**src/shared/acomm_params.svh**
```systemverilog
`ifndef ACOMM_PARAMS_SVH
`define ACOMM_PARAMS_SVH

// ----------------------------------------------------------------
// Selection and bus
// ----------------------------------------------------------------
`define ACOMM_SEL_ADDR     8'h69
`define ACOMM_FLOAT        8'hff
`define ACOMM_INP_IDLE     8'h00

// ----------------------------------------------------------------
// Flag bit positions
// ----------------------------------------------------------------
`define ACOMM_IFL_RING     0
`define ACOMM_IFL_DSR      1
`define ACOMM_IFL_CARR     2
`define ACOMM_IFL_SUPRX    3
`define ACOMM_IFL_NOTBUSY  6
`define ACOMM_OFL_RTS      0
`define ACOMM_OFL_DTR      1
`define ACOMM_OFL_SUPTX    2
`define ACOMM_OFL_BRK      3
`define ACOMM_OFL_RST      4'h0

// ----------------------------------------------------------------
// Interrupt, timing and FIFO size
// ----------------------------------------------------------------
`define ACOMM_INT_LEVEL    3'h6
`define ACOMM_INT_NONE     3'h0
`define ACOMM_CLK_NS       8
`define ACOMM_BIT_NS       128
`define ACOMM_BIT_CYC      ((`ACOMM_BIT_NS) / (`ACOMM_CLK_NS))
`define ACOMM_LAST_BIT     4'h9
`define ACOMM_FIFO_W       8
`define ACOMM_FIFO_D       16

`endif

```
**src/shared/acomm_pkg.sv**
```systemverilog
package acomm_pkg;

  // Transmit sequencer states, one-hot
  typedef enum logic [4:0] {
    ACOMM_IDLE  = 5'h01,
    ACOMM_WCTS  = 5'h02,
    ACOMM_FETCH = 5'h04,
    ACOMM_PUSH  = 5'h08,
    ACOMM_DRAIN = 5'h10
  } acomm_fetch_t;

  // Serializer states, one-hot
  typedef enum logic [1:0] {
    ACOMM_SER_IDLE  = 2'h1,
    ACOMM_SER_SHIFT = 2'h2
  } acomm_ser_t;

endpackage

```
**src/hw/acomm_tx_ctrl.sv**
```systemverilog
`timescale 1ns/100ps
`default_nettype none
`include "acomm_params.svh"

// ----------------------------------------------------------------
// Byte FIFO between fetch and serializer
// ----------------------------------------------------------------
module acomm_fifo #(
  parameter int W = 8,
  parameter int D = 16
) (
  input  wire logic         i_clock,
  input  wire logic         i_resetn,
  input  wire logic         i_clk_en,
  input  wire logic         i_flush,
  input  wire logic         i_in_valid,
  output logic              o_in_ready,
  input  wire logic [W-1:0] i_in_data,
  output logic              o_out_valid,
  input  wire logic         i_out_ready,
  output logic [W-1:0]      o_out_data
);
  localparam int AW = $clog2(D);
  logic [W-1:0] mem_q [D];
  logic [AW:0]  wr_q;
  logic [AW:0]  rd_q;
  wire          push = i_in_valid & o_in_ready;
  wire          pop  = o_out_valid & i_out_ready;

  // Extra pointer bit tells full from empty
  assign o_out_valid = (wr_q != rd_q);
  assign o_in_ready  = (wr_q[AW-1:0] != rd_q[AW-1:0]) || (wr_q[AW] == rd_q[AW]);
  assign o_out_data  = mem_q[rd_q[AW-1:0]];

  // Storage holds no reset; only pointers matter
  always_ff @(posedge i_clock)
  begin
    if (i_clk_en && push)
      mem_q[wr_q[AW-1:0]] <= i_in_data;
  end

  // Flush drops queued bytes on abort
  always_ff @(posedge i_clock or negedge i_resetn)
  begin
    if (!i_resetn)
    begin
      wr_q <= '0;
      rd_q <= '0;
    end
    else if (i_clk_en)
    begin
      if (i_flush)
      begin
        wr_q <= '0;
        rd_q <= '0;
      end
      else
      begin
        if (push)
          wr_q <= wr_q + 1'b1;
        if (pop)
          rd_q <= rd_q + 1'b1;
      end
    end
  end
endmodule

// ----------------------------------------------------------------
// Asynchronous transmit controller
// ----------------------------------------------------------------
module acomm_tx_ctrl (
  input  wire logic        i_clock,
  input  wire logic        i_resetn,
  input  wire logic        i_clk_en,
  input  wire logic        i_sel_strobe,
  input  wire logic [7:0]  i_io_addr,
  input  wire logic        i_init,
  input  wire logic        i_device_clear_command,
  input  wire logic        i_write_line_output_flags,
  input  wire logic [7:0]  i_ofl_data,
  input  wire logic        i_read_line_input_flags,
  input  wire logic        i_read_input_port,
  output logic [7:0]       o_io_data,
  input  wire logic        i_transmit_command,
  input  wire logic [15:0] i_start_addr,
  input  wire logic [15:0] i_term_addr,
  input  wire logic [7:0]  i_term_char,
  output logic             o_mem_req,
  output logic [15:0]      o_mem_addr,
  input  wire logic        i_mem_ack,
  input  wire logic [7:0]  i_mem_data,
  input  wire logic        i_ring,
  input  wire logic        i_dsr,
  input  wire logic        i_carrier,
  input  wire logic        i_sup_rx,
  input  wire logic        i_cts,
  output logic             o_rts,
  output logic             o_dtr,
  output logic             o_sup_tx,
  output logic             o_break,
  output logic             o_txd,
  output logic             o_int_req,
  output logic [2:0]       o_int_level
);
  acomm_pkg::acomm_fetch_t st_q;
  acomm_pkg::acomm_ser_t   ser_q;
  logic        selected_q;
  logic [3:0]  ofl_q;
  logic        not_busy_q;
  logic        rts_q;
  logic [7:0]  io_data_q;
  logic [15:0] cur_q;
  logic [7:0]  byte_q;
  logic        mem_req_q;
  logic        int_q;
  logic [2:0]  int_lvl_q;
  logic        txd_q;
  logic [7:0]  shift_q;
  logic [3:0]  bits_q;
  logic [7:0]  baud_q;
  logic        fifo_in_ready;
  logic        fifo_out_valid;
  logic [7:0]  fifo_out_data;

  // ----------------------------------------------------------------
  // Command decode
  // ----------------------------------------------------------------
  // INIT is a broadcast; other commands need the select latch
  wire sel_hit   = (i_io_addr & `ACOMM_SEL_ADDR) == `ACOMM_SEL_ADDR;
  wire abort     = i_init | (i_device_clear_command & selected_q);
  wire ofl_we    = i_write_line_output_flags & selected_q & ~i_init;
  // A transmit while busy is ignored, so the running frame is not disturbed
  wire start     = i_transmit_command & selected_q & not_busy_q & ~abort;
  wire is_last   = (cur_q == i_term_addr) || (byte_q == i_term_char);
  wire push_ok   = (st_q == acomm_pkg::ACOMM_PUSH) & fifo_in_ready;
  wire ser_idle  = (ser_q == acomm_pkg::ACOMM_SER_IDLE);
  wire fifo_pop  = ser_idle & fifo_out_valid & i_cts & ~abort;
  wire bit_end   = (baud_q == 8'(`ACOMM_BIT_CYC - 1));
  wire done      = (st_q == acomm_pkg::ACOMM_DRAIN) & ~fifo_out_valid & ser_idle;
  wire [7:0] line_input_flags = (8'(i_ring) << `ACOMM_IFL_RING)
                 | (8'(i_dsr) << `ACOMM_IFL_DSR)
                 | (8'(i_carrier) << `ACOMM_IFL_CARR)
                 | (8'(i_sup_rx) << `ACOMM_IFL_SUPRX)
                 | (8'(not_busy_q) << `ACOMM_IFL_NOTBUSY);
  // Set beats clear: an abort in the start cycle leaves it idle
  wire not_busy_d = (abort | done) ? 1'b1 : (start ? 1'b0 : not_busy_q);
  wire [3:0] ofl_d = i_init ? `ACOMM_OFL_RST
                   : (ofl_we ? i_ofl_data[3:0] : ofl_q);
  wire rts_d = ofl_d[`ACOMM_OFL_RTS] | ~not_busy_d;

  // ----------------------------------------------------------------
  // Host-facing registers
  // ----------------------------------------------------------------
  // Unselected reads model the pulled-up open bus
  always_ff @(posedge i_clock or negedge i_resetn)
  begin
    if (!i_resetn)
    begin
      selected_q <= 1'b0;
      ofl_q      <= `ACOMM_OFL_RST;
      not_busy_q <= 1'b1;
      rts_q      <= 1'b0;
      io_data_q  <= `ACOMM_FLOAT;
      int_q      <= 1'b1;
      int_lvl_q  <= `ACOMM_INT_LEVEL;
    end
    else if (i_clk_en)
    begin
      if (i_init)
        selected_q <= 1'b0;
      else if (i_sel_strobe)
        selected_q <= sel_hit;
      ofl_q      <= ofl_d;
      not_busy_q <= not_busy_d;
      rts_q      <= rts_d;
      int_q      <= not_busy_d;
      int_lvl_q  <= not_busy_d ? `ACOMM_INT_LEVEL : `ACOMM_INT_NONE;
      if (i_read_line_input_flags || i_read_input_port)
        io_data_q <= !selected_q ? `ACOMM_FLOAT
                   : (i_read_line_input_flags ? line_input_flags : `ACOMM_INP_IDLE);
    end
  end

  // ----------------------------------------------------------------
  // Buffer fetch sequencer
  // ----------------------------------------------------------------
  // Fetch is held off by CTS so no byte is read before the grant
  always_ff @(posedge i_clock or negedge i_resetn)
  begin
    if (!i_resetn)
    begin
      st_q      <= acomm_pkg::ACOMM_IDLE;
      cur_q     <= '0;
      byte_q    <= '0;
      mem_req_q <= 1'b0;
    end
    else if (i_clk_en)
    begin
      if (abort)
      begin
        st_q      <= acomm_pkg::ACOMM_IDLE;
        mem_req_q <= 1'b0;
      end
      else
      begin
        case (st_q)
          acomm_pkg::ACOMM_IDLE:
            if (start)
              st_q <= acomm_pkg::ACOMM_WCTS;
          acomm_pkg::ACOMM_WCTS:
            if (i_cts)
            begin
              cur_q <= i_start_addr;
              st_q  <= acomm_pkg::ACOMM_FETCH;
            end
          acomm_pkg::ACOMM_FETCH:
            if (mem_req_q && i_mem_ack)
            begin
              mem_req_q <= 1'b0;
              byte_q    <= i_mem_data;
              st_q      <= acomm_pkg::ACOMM_PUSH;
            end
            else
              mem_req_q <= i_cts;
          acomm_pkg::ACOMM_PUSH:
            if (push_ok)
            begin
              if (is_last)
                st_q <= acomm_pkg::ACOMM_DRAIN;
              else
              begin
                cur_q <= cur_q + 16'h0001;
                st_q  <= acomm_pkg::ACOMM_FETCH;
              end
            end
          acomm_pkg::ACOMM_DRAIN:
            if (done)
              st_q <= acomm_pkg::ACOMM_IDLE;
          default:
            st_q <= acomm_pkg::ACOMM_IDLE;
        endcase
      end
    end
  end

  acomm_fifo #(
    .W (`ACOMM_FIFO_W),
    .D (`ACOMM_FIFO_D)
  ) u_fifo (
    .i_clock     (i_clock),
    .i_resetn    (i_resetn),
    .i_clk_en    (i_clk_en),
    .i_flush     (abort),
    .i_in_valid  (st_q == acomm_pkg::ACOMM_PUSH),
    .o_in_ready  (fifo_in_ready),
    .i_in_data   (byte_q),
    .o_out_valid (fifo_out_valid),
    .i_out_ready (fifo_pop),
    .o_out_data  (fifo_out_data)
  );

  // ----------------------------------------------------------------
  // Serializer
  // ----------------------------------------------------------------
  // Abort forces mark level so a cleared line never rests at space
  always_ff @(posedge i_clock or negedge i_resetn)
  begin
    if (!i_resetn)
    begin
      ser_q   <= acomm_pkg::ACOMM_SER_IDLE;
      txd_q   <= 1'b1;
      shift_q <= '0;
      bits_q  <= '0;
      baud_q  <= '0;
    end
    else if (i_clk_en)
    begin
      if (abort)
      begin
        ser_q <= acomm_pkg::ACOMM_SER_IDLE;
        txd_q <= 1'b1;
      end
      else
      begin
        case (ser_q)
          acomm_pkg::ACOMM_SER_IDLE:
          begin
            txd_q <= 1'b1;
            if (fifo_pop)
            begin
              txd_q   <= 1'b0;
              shift_q <= fifo_out_data;
              bits_q  <= '0;
              baud_q  <= '0;
              ser_q   <= acomm_pkg::ACOMM_SER_SHIFT;
            end
          end
          acomm_pkg::ACOMM_SER_SHIFT:
            if (!bit_end)
              baud_q <= baud_q + 8'h01;
            else
            begin
              baud_q <= '0;
              if (bits_q == `ACOMM_LAST_BIT)
                ser_q <= acomm_pkg::ACOMM_SER_IDLE;
              else
              begin
                txd_q   <= (bits_q == `ACOMM_LAST_BIT - 4'h1) | shift_q[0];
                shift_q <= {1'b1, shift_q[7:1]};
                bits_q  <= bits_q + 4'h1;
              end
            end
          default:
            ser_q <= acomm_pkg::ACOMM_SER_IDLE;
        endcase
      end
    end
  end

  // ----------------------------------------------------------------
  // Outputs
  // ----------------------------------------------------------------
  assign o_io_data   = io_data_q;
  assign o_mem_req   = mem_req_q;
  assign o_mem_addr  = cur_q;
  assign o_rts       = rts_q;
  assign o_dtr       = ofl_q[`ACOMM_OFL_DTR];
  assign o_sup_tx    = ofl_q[`ACOMM_OFL_SUPTX];
  assign o_break     = ofl_q[`ACOMM_OFL_BRK];
  assign o_txd       = txd_q;
  assign o_int_req   = int_q;
  assign o_int_level = int_lvl_q;

  // ----------------------------------------------------------------
  // Assertions
  // ----------------------------------------------------------------
  a_unsel_float: assert property (@(posedge i_clock) disable iff (!i_resetn)
    (i_clk_en && i_read_line_input_flags && !selected_q) |=> (o_io_data == `ACOMM_FLOAT))
    else $error("Unselected read did not float");
  a_sel_decode: assert property (@(posedge i_clock) disable iff (!i_resetn)
    (i_clk_en && i_sel_strobe && !i_init && !sel_hit) |=> !selected_q)
    else $error("Selected by wrong address");
  a_init_clears: assert property (@(posedge i_clock) disable iff (!i_resetn)
    (i_clk_en && i_init) |=> (!selected_q && !o_break && !o_dtr && !o_sup_tx))
    else $error("Initialize did not clear state");
  a_clear_idle: assert property (@(posedge i_clock) disable iff (!i_resetn)
    (i_clk_en && abort) |=> (o_txd && ser_idle))
    else $error("Line not at stop level after clear");
  a_flag_read: assert property (@(posedge i_clock) disable iff (!i_resetn)
    (i_clk_en && i_read_line_input_flags && selected_q)
      |=> (o_io_data[3:0] == {$past(i_sup_rx), $past(i_carrier), $past(i_dsr), $past(i_ring)}))
    else $error("Input flag bits misreported");
  a_device_clear_command_keeps: assert property (@(posedge i_clock) disable iff (!i_resetn)
    (i_clk_en && i_device_clear_command && !i_init && !ofl_we) |=> $stable(ofl_q))
    else $error("Device clear changed output flags");
  a_start_busy: assert property (@(posedge i_clock) disable iff (!i_resetn)
    (i_clk_en && start) |=> (!not_busy_q && o_rts && st_q == acomm_pkg::ACOMM_WCTS))
    else $error("Transmit did not go busy");
  a_cts_hold: assert property (@(posedge i_clock) disable iff (!i_resetn)
    (!i_cts && ser_idle) |=> ser_idle)
    else $error("Character started without CTS");
  a_term_stop: assert property (@(posedge i_clock) disable iff (!i_resetn)
    (i_clk_en && !abort && push_ok && is_last)
      |=> (st_q == acomm_pkg::ACOMM_DRAIN && $stable(cur_q)))
    else $error("Current address ran past terminator");
  a_abort_idle: assert property (@(posedge i_clock) disable iff (!i_resetn)
    (i_clk_en && abort) |=> (not_busy_q && !fifo_out_valid && o_rts == ofl_q[`ACOMM_OFL_RTS]))
    else $error("Abort left transmission running");
  // Sequencer at rest means the channel is not busy; checked against the sequencer
  wire seq_idle = (st_q == acomm_pkg::ACOMM_IDLE);
  a_irq_level: assert property (@(posedge i_clock) disable iff (!i_resetn)
    (o_int_req == seq_idle)
      && (o_int_level == (seq_idle ? `ACOMM_INT_LEVEL : `ACOMM_INT_NONE)))
    else $error("Interrupt does not follow not-busy");
  a_reload: assert property (@(posedge i_clock) disable iff (!i_resetn)
    (i_clk_en && !abort && st_q == acomm_pkg::ACOMM_WCTS && i_cts)
      |=> (o_mem_addr == $past(i_start_addr)))
    else $error("Current address not reloaded");
endmodule
`default_nettype wire

```
**config.mk**
```make
export PLATFORM = sky130hd
export DESIGN_NAME = acomm_tx_ctrl
export DESIGN_NICKNAME = d
export VERILOG_FILES = /design/src/shared/acomm_pkg.sv /design/src/hw/acomm_tx_ctrl.sv
export VERILOG_INCLUDE_DIRS = /design/src /design/src/shared
export SDC_FILE = /design/constraint.sdc
export NUM_CORES = 1
export LEC_CHECK = 0
export BUFFER_PORTS_ARGS = -buffer_cell sky130_fd_sc_hd__buf_2
export CAP_MARGIN = 5
export CORE_MARGIN = 5
export CORE_UTILIZATION = 60
export CTS_CLUSTER_DIAMETER = 100
export CTS_CLUSTER_SIZE = 28
export DETAILED_ROUTE_END_ITERATION = 8
export PLACE_DENSITY = 0.82
export SLEW_MARGIN = 10
export SYNTH_ARGS = -nofsm -noshare
export SYNTH_HDL_FRONTEND = slang
export SYNTH_HIERARCHICAL = 1
export SYNTH_SLANG_ARGS = --single-unit
```
**constraint.sdc**
```tcl
create_clock -name i_clock -period 4.2 [get_ports i_clock]
set_input_delay 0.21 -clock i_clock [delete_from_list [all_inputs] [get_ports i_clock]]
set_output_delay 0.21 -clock i_clock [all_outputs]
set_load 0.05 [all_outputs]
```
[After elaboration in Yosys (flattened, before gate mapping)]
Memory sizes are Yosys's and may differ from the RTL's.
Index checks and enable logic that the tools add are counted.
Word-level totals
  flip-flop bits (word level): 81
  bits in writable memories: 128
  bits of input ports: 80
  output and inout bits: 34
  logic and storage cells: 157
  memories kept: 1
Operators by class
  add/sub/neg operators: 5
  equal/unequal tests: 31
  multiplexer cells: 51
  bitwise logic cells: 25
  reductions and logical operators: 26
Memories
  u_fifo.mem_q: words 16, width 8, rd ports 1, clocked after memory_dff 0, write ports 1, RTL line acomm_tx_ctrl.sv:24  | logic [W-1:0] mem_q [D];
Operators by type and width (number)
  5-bit two-way mux: 11
  16-bit two-way mux: 3
  8-bit two-way mux: 6
  16-bit case mux with 2 select lines: 1
  8-bit case mux with 2 select lines: 2
  5-bit case mux with 5 select lines: 1
  3-bit inequality test (second input constant): 8
  4-bit two-way mux: 5
  6-bit AND reduction: 3
  16-bit by 1-bit adder with 16-bit output (second input constant): 1
  16-bit equality test: 1
  4-bit AND reduction: 4
  2-bit nonzero test: 7
  1-bit AND: 13
  1-bit two-way mux: 13
  4-bit equality test (second input constant): 3
  2-bit AND reduction: 6
  5-bit by 1-bit adder with 5-bit output (second input constant): 2
  2-bit inequality test (second input constant): 5
  8-bit by 1-bit adder with 8-bit output (second input constant): 1
  8-bit by 4-bit equality test with 1-bit output (second input constant): 1
  8-bit equality test: 1
  2-bit two-way mux: 4
  4-bit case mux with 2 select lines: 1
  other kinds (26): 35

[Logic depth before layout (Yosys ltp)]
Gate-level depths: netlist of run 1.
  depth after elaboration: 8
  gate-level depth with buffers: 12
  gate-level depth less buffers: 9

[Hierarchy]
The synthesis of run 1 kept the hierarchy.
Modules (own cells, without submodules)
  acomm_fifo: instances 1, cells an instance 296, area an instance 5881.9 sq um, seq. area each 4093.9 sq um
  acomm_tx_ctrl: instances 1, cells an instance 422, area an instance 3890.0 sq um, seq. area each 1664.1 sq um

[Worst setup path before layout of run 1]
Ideal clock, no wire load.
  path type: register to register
  from: register st_q[1]
  to: memory u_fifo.mem_q[6][0] (enable)
  setup time: 0.395 ns
  arrival time: 2.513 ns
  path slack: 1.292 ns
  cell stages (with the launch flop): 9
  path buffers: 3
  path through: dfrtp_1 > buf_2 > nor2_1 > nand3_1 > clkinv_1 > clkbuf_1 > o21ai_1 > buf_4 > nor4_1
Between the ends
  longest elaborated chain between the ends: 5
Ends and longest elaborated chain
  from (decl): RTL line acomm_tx_ctrl.sv:105  | acomm_pkg::acomm_fetch_t st_q;
  from (signal assigned): RTL line acomm_tx_ctrl.sv:192  | st_q <= acomm_pkg::ACOMM_IDLE;
  from (signal assigned): RTL line acomm_tx_ctrl.sv:201  | st_q <= acomm_pkg::ACOMM_IDLE;
  from (signal assigned): RTL line acomm_tx_ctrl.sv:209  | st_q <= acomm_pkg::ACOMM_WCTS;
  5-bit by 4-bit equality test with 1-bit output: RTL line acomm_tx_ctrl.sv:254  | .i_in_valid (st_q == acomm_pkg::ACOMM_PUSH),
  1-bit AND: RTL line acomm_tx_ctrl.sv:27  | wire push = i_in_valid & o_in_ready;
  1-bit logical AND: RTL line acomm_tx_ctrl.sv:38  | if (i_clk_en && push)
  1-bit two-way mux: RTL line acomm_tx_ctrl.sv:38
  1-bit two-way mux (not written as such): RTL line acomm_tx_ctrl.sv:39  | mem_q[wr_q[AW-1:0]] <= i_in_data;
  to (decl): RTL line acomm_tx_ctrl.sv:24
Every way passes these cells.

[Worst setup path in the final report of run 1]
  from: register st_q[2]
  to: memory u_fifo.mem_q[13][6] (enable)
Same word-level chain as after synthesis.

==> out/results.ini, run 1 <==
[run_status]
status = finished clean

[min_path]
worstHoldStart = i_start_addr[2]
min_path_type = in -> reg

[job]
cap_violations = 0

[cts]
cts_buffers = 11
clock_path_buffers = 3
cts_tree = yes
postCtsHoldBufs = 13
cts_sinks = 204
worstSkewPairLatency_ps = 470
htree_levels = 1
cts_resized = 0
cts.clk_slew.worst_paths_ps = 120
post-cts-setup-buffer-count = 0
cts_root_buf = clkbuf_16

[power]
switching_share = 0.362
power.density_nw_per_um2 = 503
seqPwrFrac = 0.481
ir_worst_vdd_uv = 501
clkPwrFrac = 0.209
p_sw_w = 0.00198
p_int_w = 0.00350
combPwrFrac = 0.310
leakage_nw = 4.16

[worst_setup_path]
crit_chain = nor2_2, nand3_1, clkinv_1, buf_4, o21ai_1, nor3_1
path_buf_inv = 2
slowest_stage = nor3_1
cp_top_family = simple AND/OR/NAND/NOR gates
critPathCaptureType = flip-flop
critPathMaxStageDelay_ps = 1150
critPathLaunch = st_q[2]$_DFFE_PN0P_
r2r_start = st_q[2]$_DFFE_PN0P_
cp.required_ps = 4270
critPathLaunchType = flip-flop
crit_type = reg -> reg
worstPathArrival_ps = 3580
cp_max_fo = 24

[floorplan]
die_w_um = 138
core-area_um2 = 15900
die_area_um2 = 18900
io-pin-count = 114
die_height_um = 138
start_util = 0.613
rows = 46

[placed_design]
port_buffers = 104
place_area_um2 = 10500
gp_congestion = 0.912
hpwl_um = 15200

[timing]
whs_ps = 17.7
final.setup_skew_ps = 27.0
slew_viol_final = 0
relSlewSlack = 0.157
fmax_ghz = 0.285
tns_ps = 0
rsz0062_at_grt = false
min_period_ps = 3510
min_period_over_period = 0.835
setup_viol = 0
hold_violations = 0
tightest_slew_ps = 1250

[yosys]
synth_nets = 808
yosysWarnings = 6
synthDistinctLibCells = 79
netlist_area_um2 = 9770
synthMostInstantiatedCell = edfxtp_1
netlist_top_cells_area = edfxtp_1, dfrtp_1, mux4_1
syn_inst = 718
synth-main-ff-cell = edfxtp_1
synth_edf_count = 128
ys_seq_elements = 204
synth_top_area_share = 0.393
synthTopCellsByCount = edfxtp_1, dfrtp_1, nand2_1, nor2_1, xnor2_1
avgSynthCellArea_um2 = 13.6
async_reset_ff_frac = 0.373
synth_top_cell_by_area = edfxtp_1
yosysSeqAreaShare = 0.589

[drt]
viasPerCell = 6.60
first_iter_violations = 747
wire_per_inst_um = 22.6
ant_nets = 0
first_pass_iters = 5
drcViolationCount = 0
totalWireLength_um = 23700
via_count = 6910

[layout]
synthToLayoutAreaGrowth_pct = 11.5
nNetsFinal = 918
fill_cells = 1027
antenna_cells = 0
fin_area_um2 = 10900
drive_gt1_frac = 0.221

[global_route]
antenna_found_initial = 1
grt_overflow = 0
grt_start_max_net_pins = 77
grt_pass1_wl_um = 37200
first_global_vias = 6911
grtUsageTotal = 0.252

-- placed cells by master, fill, tap and decap left out, types with 22 or more instances in the layout --
cell type	n
edfxtp_1	128
buf_2	103
dfrtp_1	66
nand2_1	60
nor2_1	48
xnor2_1	30
mux4_1	29
o21ai_0	28
a21oi_1	24
nand4_1	22
-- flip-flops by register name, indices dropped and copies added, names as in the netlist --
name,cells
byte_q,8
u_fifo/rd_q,5
ser_q,2
ofl_q,4
o_mem_req,1
o_mem_addr,16
o_int_level,1
o_io_data,6
st_q,5
o_rts,1
bits_q,4
shift_q,8
o_txd,1
u_fifo/wr_q,5
u_fifo/mem_q,128
baud_q,8
selected_q,1
-- worst paths after layout --
path	to	depth (start not counted)	slack [ps]
max in group asynchronous	byte_q[2]$_DFFE_PN0P_	2	3110
min in group asynchronous	bits_q[3]$_DFFE_PN0P_	2	440
hold reg to reg	o_io_data[2]$_DFFE_PN1P_	2	510
hold / removal	o_mem_addr[2]$_DFFE_PN0P_	2	20
setup reg to reg	u_fifo/mem_q[13][6]$_DFFE_PP_	6	690
setup / recovery	u_fifo/mem_q[13][6]$_DFFE_PP_	6	690
-- area by class of cell --
class / instances / area (um^2) / area share
flip-flops and latches: 204 / 5760 / 0.528
multi-input cells: 450 / 3670 / 0.337
repair buffers: 136 / 796 / 0.0730
clock buffers: 14 / 287 / 0.0263
well taps: 216 / 270 / 0.0248
inverters: 25 / 93.8 / 0.00861
clock inverters: 2 / 25.0 / 0.00230
-- stage by stage --
stage / instances / setup slack, ps / util / power (W)
2_1_floorplan: 718 / 1290 / - / 0.00392
3_3_place_gp: 1018 / 1080 / 0.656 / 0.00422
3_5_place_dp: 1018 / 797 / 0.656 / 0.00431
4_1_cts: 1047 / 722 / 0.683 / 0.00547
5_1_grt: 1047 / 523 / 0.684 / 0.00573
6_report: 1047 / 695 / 0.684 / 0.00549
-- kinds of logic after synthesis --
| kind of cell | after synthesis | synth area share |
|---|---|---|
| other | 1 | 0.000384 |
| multiplexers | 51 | 0.116 |
| AO/OA/AOI/OAI | 140 | 0.103 |
| XOR/XNOR | 34 | 0.0305 |
| AND/OR/NAND/NOR | 214 | 0.113 |
| adder cells (fa/ha/maj) | 10 | 0.0128 |
| flip-flops | 204 | 0.589 |
| buffers and inverters | 64 | 0.0356 |
-- layer usage --
| layer | up-vias | track usage | wire length (um) | part of all wire |
|---|---|---|---|---|
| met2 | 423 | 0.441 | 12200 | 0.51 |
| met4 | 2 | 0.0621 | 711 | 0.030 |
| met3 | 82 | 0.0475 | 2090 | 0.088 |
| met1 | 3393 | 0.326 | 8690 | 0.37 |
| met5 | - | 0 | 8 | 0.00034 |
| li1 | 3010 | - | - | - |
-- power groups by stage --
stage	clock (W)	combinational [W]	sequential (W)
finish	0.00115	0.00170	0.00264
global route	0.00123	0.00182	0.00267
CTS	0.00115	0.00169	0.00262
detailed placement	0	0.00165	0.00266
global placement	0	0.00158	0.00263
floorplan	0	0.00107	0.00286
-- worst register-to-register path: stages, from the launching register on --
cell	delay, ps
dfrtp_1	470
nor2_2	210
nand3_1	410
clkinv_1	130
buf_4	280
o21ai_1	460
nor3_1	1150
No activity file was read; power rests on OpenSTA's default activity.
==> run 2: changes to the inputs <==
--- a/config.mk
+++ b/config.mk
@@ -9,11 +9,11 @@
 export BUFFER_PORTS_ARGS = -buffer_cell sky130_fd_sc_hd__buf_2
 export CAP_MARGIN = 5
 export CORE_MARGIN = 5
-export CORE_UTILIZATION = 60
+export CORE_UTILIZATION = 53
 export CTS_CLUSTER_DIAMETER = 100
 export CTS_CLUSTER_SIZE = 28
 export DETAILED_ROUTE_END_ITERATION = 8
-export PLACE_DENSITY = 0.82
+export PLACE_DENSITY = 0.76
 export SLEW_MARGIN = 10
 export SYNTH_ARGS = -nofsm -noshare
 export SYNTH_HDL_FRONTEND = slang
==> constraint.sdc (replaced) <==
create_clock -name i_clock -period 3.1 [get_ports i_clock]
set_input_delay 0.155 -clock i_clock [delete_from_list [all_inputs] [get_ports i_clock]]
set_output_delay 0.155 -clock i_clock [all_outputs]
set_load 0.05 [all_outputs]
==> run 2 against run 1 <==
The run now ends with negative hold slack left. Combinational power is 37% higher. Die area grew 12%. Critical path depth decreased by 1. Highest routed layer is now met4.
==> out/results.ini, run 2 (same netlist as run 1, synthesis figures left out) <==
[timing]
setup_viol = 0
hold_violations = 1
fmax_ghz = 0.364
final.setup_skew_ps = 20.7
rsz0062_at_grt = false
min_period_over_period = 0.886
tightest_slew_ps = 1030
slew_viol_final = 0
min_period_ps = 2750
whs_ps = -4.61
relSlewSlack = 0.312
fin_ws_ps = 354
tns_ps = 0

[cts]
clock_path_buffers = 3
worstSkewPairLatency_ps = 470
cts_root_buf = clkbuf_16
cts_buffers = 11
cts_sinks = 204
post-cts-setup-buffer-count = 0
cts_tree = yes
cts.clk_slew.worst_paths_ps = 110
htree_levels = 1

[worst_setup_path]
cp.required_ps = 3320
critPathCaptureType = flip-flop
worstPathArrival_ps = 2960
crit_type = reg -> reg
ff2ff_path_depth = 5
r2r_end = u_fifo/mem_q[12][5]$_DFFE_PP_
critPathLaunchType = flip-flop
r2r_slack_ps = 350
r2r_start = u_fifo/wr_q[3]$_DFFE_PN0P_
cp_max_fo = 16

[run_status]
status = finished, violations left
violations = negative hold slack

[floorplan]
start_util = 0.540
die_w_um = 146
io-pin-count = 114
die_height_um = 146
core-area_um2 = 18100
die_area_um2 = 21300
rows = 49

[layout]
fin_area_um2 = 11100
mostFrequentLayoutCells = edfxtp_1, buf_2, dfrtp_1
seq_area_um2 = 5760
synthToLayoutAreaGrowth_pct = 14.0
largest_register_ffs = 128
fill_cells = 1352
layout_commonest_cell = edfxtp_1
antenna_cells = 0
multi_input_area_um2 = 3670
nNetsFinal = 943
drive_gt1_frac = 0.231

[drt]
wl_met2_um = 10700
wl_met3_um = 1200
totalWireLength_um = 21500
dr.max_layer_used = met4
drcViolationCount = 0
met1_length_um = 9080
first_iter_violations = 522
viasPerCell = 6.10
wire_per_inst_um = 19.8
via_count = 6630
first_pass_iters = 5
ant_nets = 0

[placed_design]
port_buffers = 104
hpwl_um = 14700
place_area_um2 = 10600
dp_slack_ps = 450
gp_congestion = 0.846

[global_route]
antenna_found_initial = 0
grtUsageTotal = 0.199
grt_pass1_wl_um = 34400
grt_start_max_net_pins = 77
grt_overflow = 0
first_global_vias = 6473

[min_path]
holdPathEnd = ofl_q[3]$_DFFE_PN0P_
min_path_type = in -> reg
worstHoldStart = i_ofl_data[3]
worstHoldPathCells = 3

[power]
leakage_nw = 4.28
ir_worst_vdd_uv = 460
power.density_nw_per_um2 = 663

[job]
cap_violations = 0

==> run 2: changes by cell type in the layout (fill, tap and decap cells not counted), sizes merged <==
cell         change
buf             +15
clkbuf           +1
dlygate4sd3     +10
==> run 2: per-layer routing <==
metal / track usage / vias to the layer above
li1: - / 3070
met1: 0.270 / 3315
met2: 0.339 / 210
met3: 0.0308 / 35
met4: 0.0489 / 0
met5: 0 / -
==> run 2: worst max-delay path by stage <==
stage / startpoint / endpoint / slack [ps] / depth (start not counted)
6_report: u_fifo/wr_q[3]$_DFFE_PN0P_ / u_fifo/mem_q[12][5]$_DFFE_PP_ / 350 / 5
5_1_grt: u_fifo/wr_q[3]$_DFFE_PN0P_ / u_fifo/mem_q[14][6]$_DFFE_PP_ / 180 / 5
4_1_cts: u_fifo/wr_q[3]$_DFFE_PN0P_ / o_mem_addr[15]$_DFFE_PN0P_ / 400 / 8
3_5_place_dp: u_fifo/wr_q[3]$_DFFE_PN0P_ / o_mem_addr[15]$_DFFE_PN0P_ / 450 / 8
3_3_place_gp: u_fifo/wr_q[3]$_DFFE_PN0P_ / o_mem_addr[0]$_DFFE_PN0P_ / 490 / 8
2_1_floorplan: st_q[1]$_DFFE_PN0P_ / u_fifo/mem_q[6][0]$_DFFE_PP_ / 190 / 8
==> run 2: through the flow <==
stage	total power, W	hold WS, ps	util	cells
after floorplan	0.00531	-141	-	718
after global placement	0.00583	368	0.586	1046
after detailed placement	0.00590	368	0.586	1046
after CTS	0.00743	0.930	0.616	1086
after global routing	0.00778	17.3	0.616	1086
final	0.00739	-4.61	0.616	1086
==> run 2: timing repair <==
item | CTS | global route
hold endpoints to repair | 90 | 0
hold buffers | 23 | 0
gates resized for setup | 0 | 0
==> run 2: worst max-delay path: stages (launching register included) <==
cell and delay [ps]:
dfrtp_1 670, xnor2_1 200, nand4_1 290, o21ai_1 900, nor3_1 190, buf_4 240
==> run 2: area by class of cell <==
type,count,share of cell area
clock buffer,15,0.0261
clock inverter,2,0.00225
inverter,25,0.00842
multi-input combinational,450,0.329
sequential,204,0.517
tap,229,0.0257
timing repair buffer,161,0.0916
==> run 2: report_power, final <==
part | switching, W | leakage [nW] | internal, W
sequential | 0.000377 | 2.23 | 0.00317
combinational | 0.00138 | 1.90 | 0.000951
clock | 0.000833 | 0.152 | 0.000679
total | 0.00259 | 4.28 | 0.00480
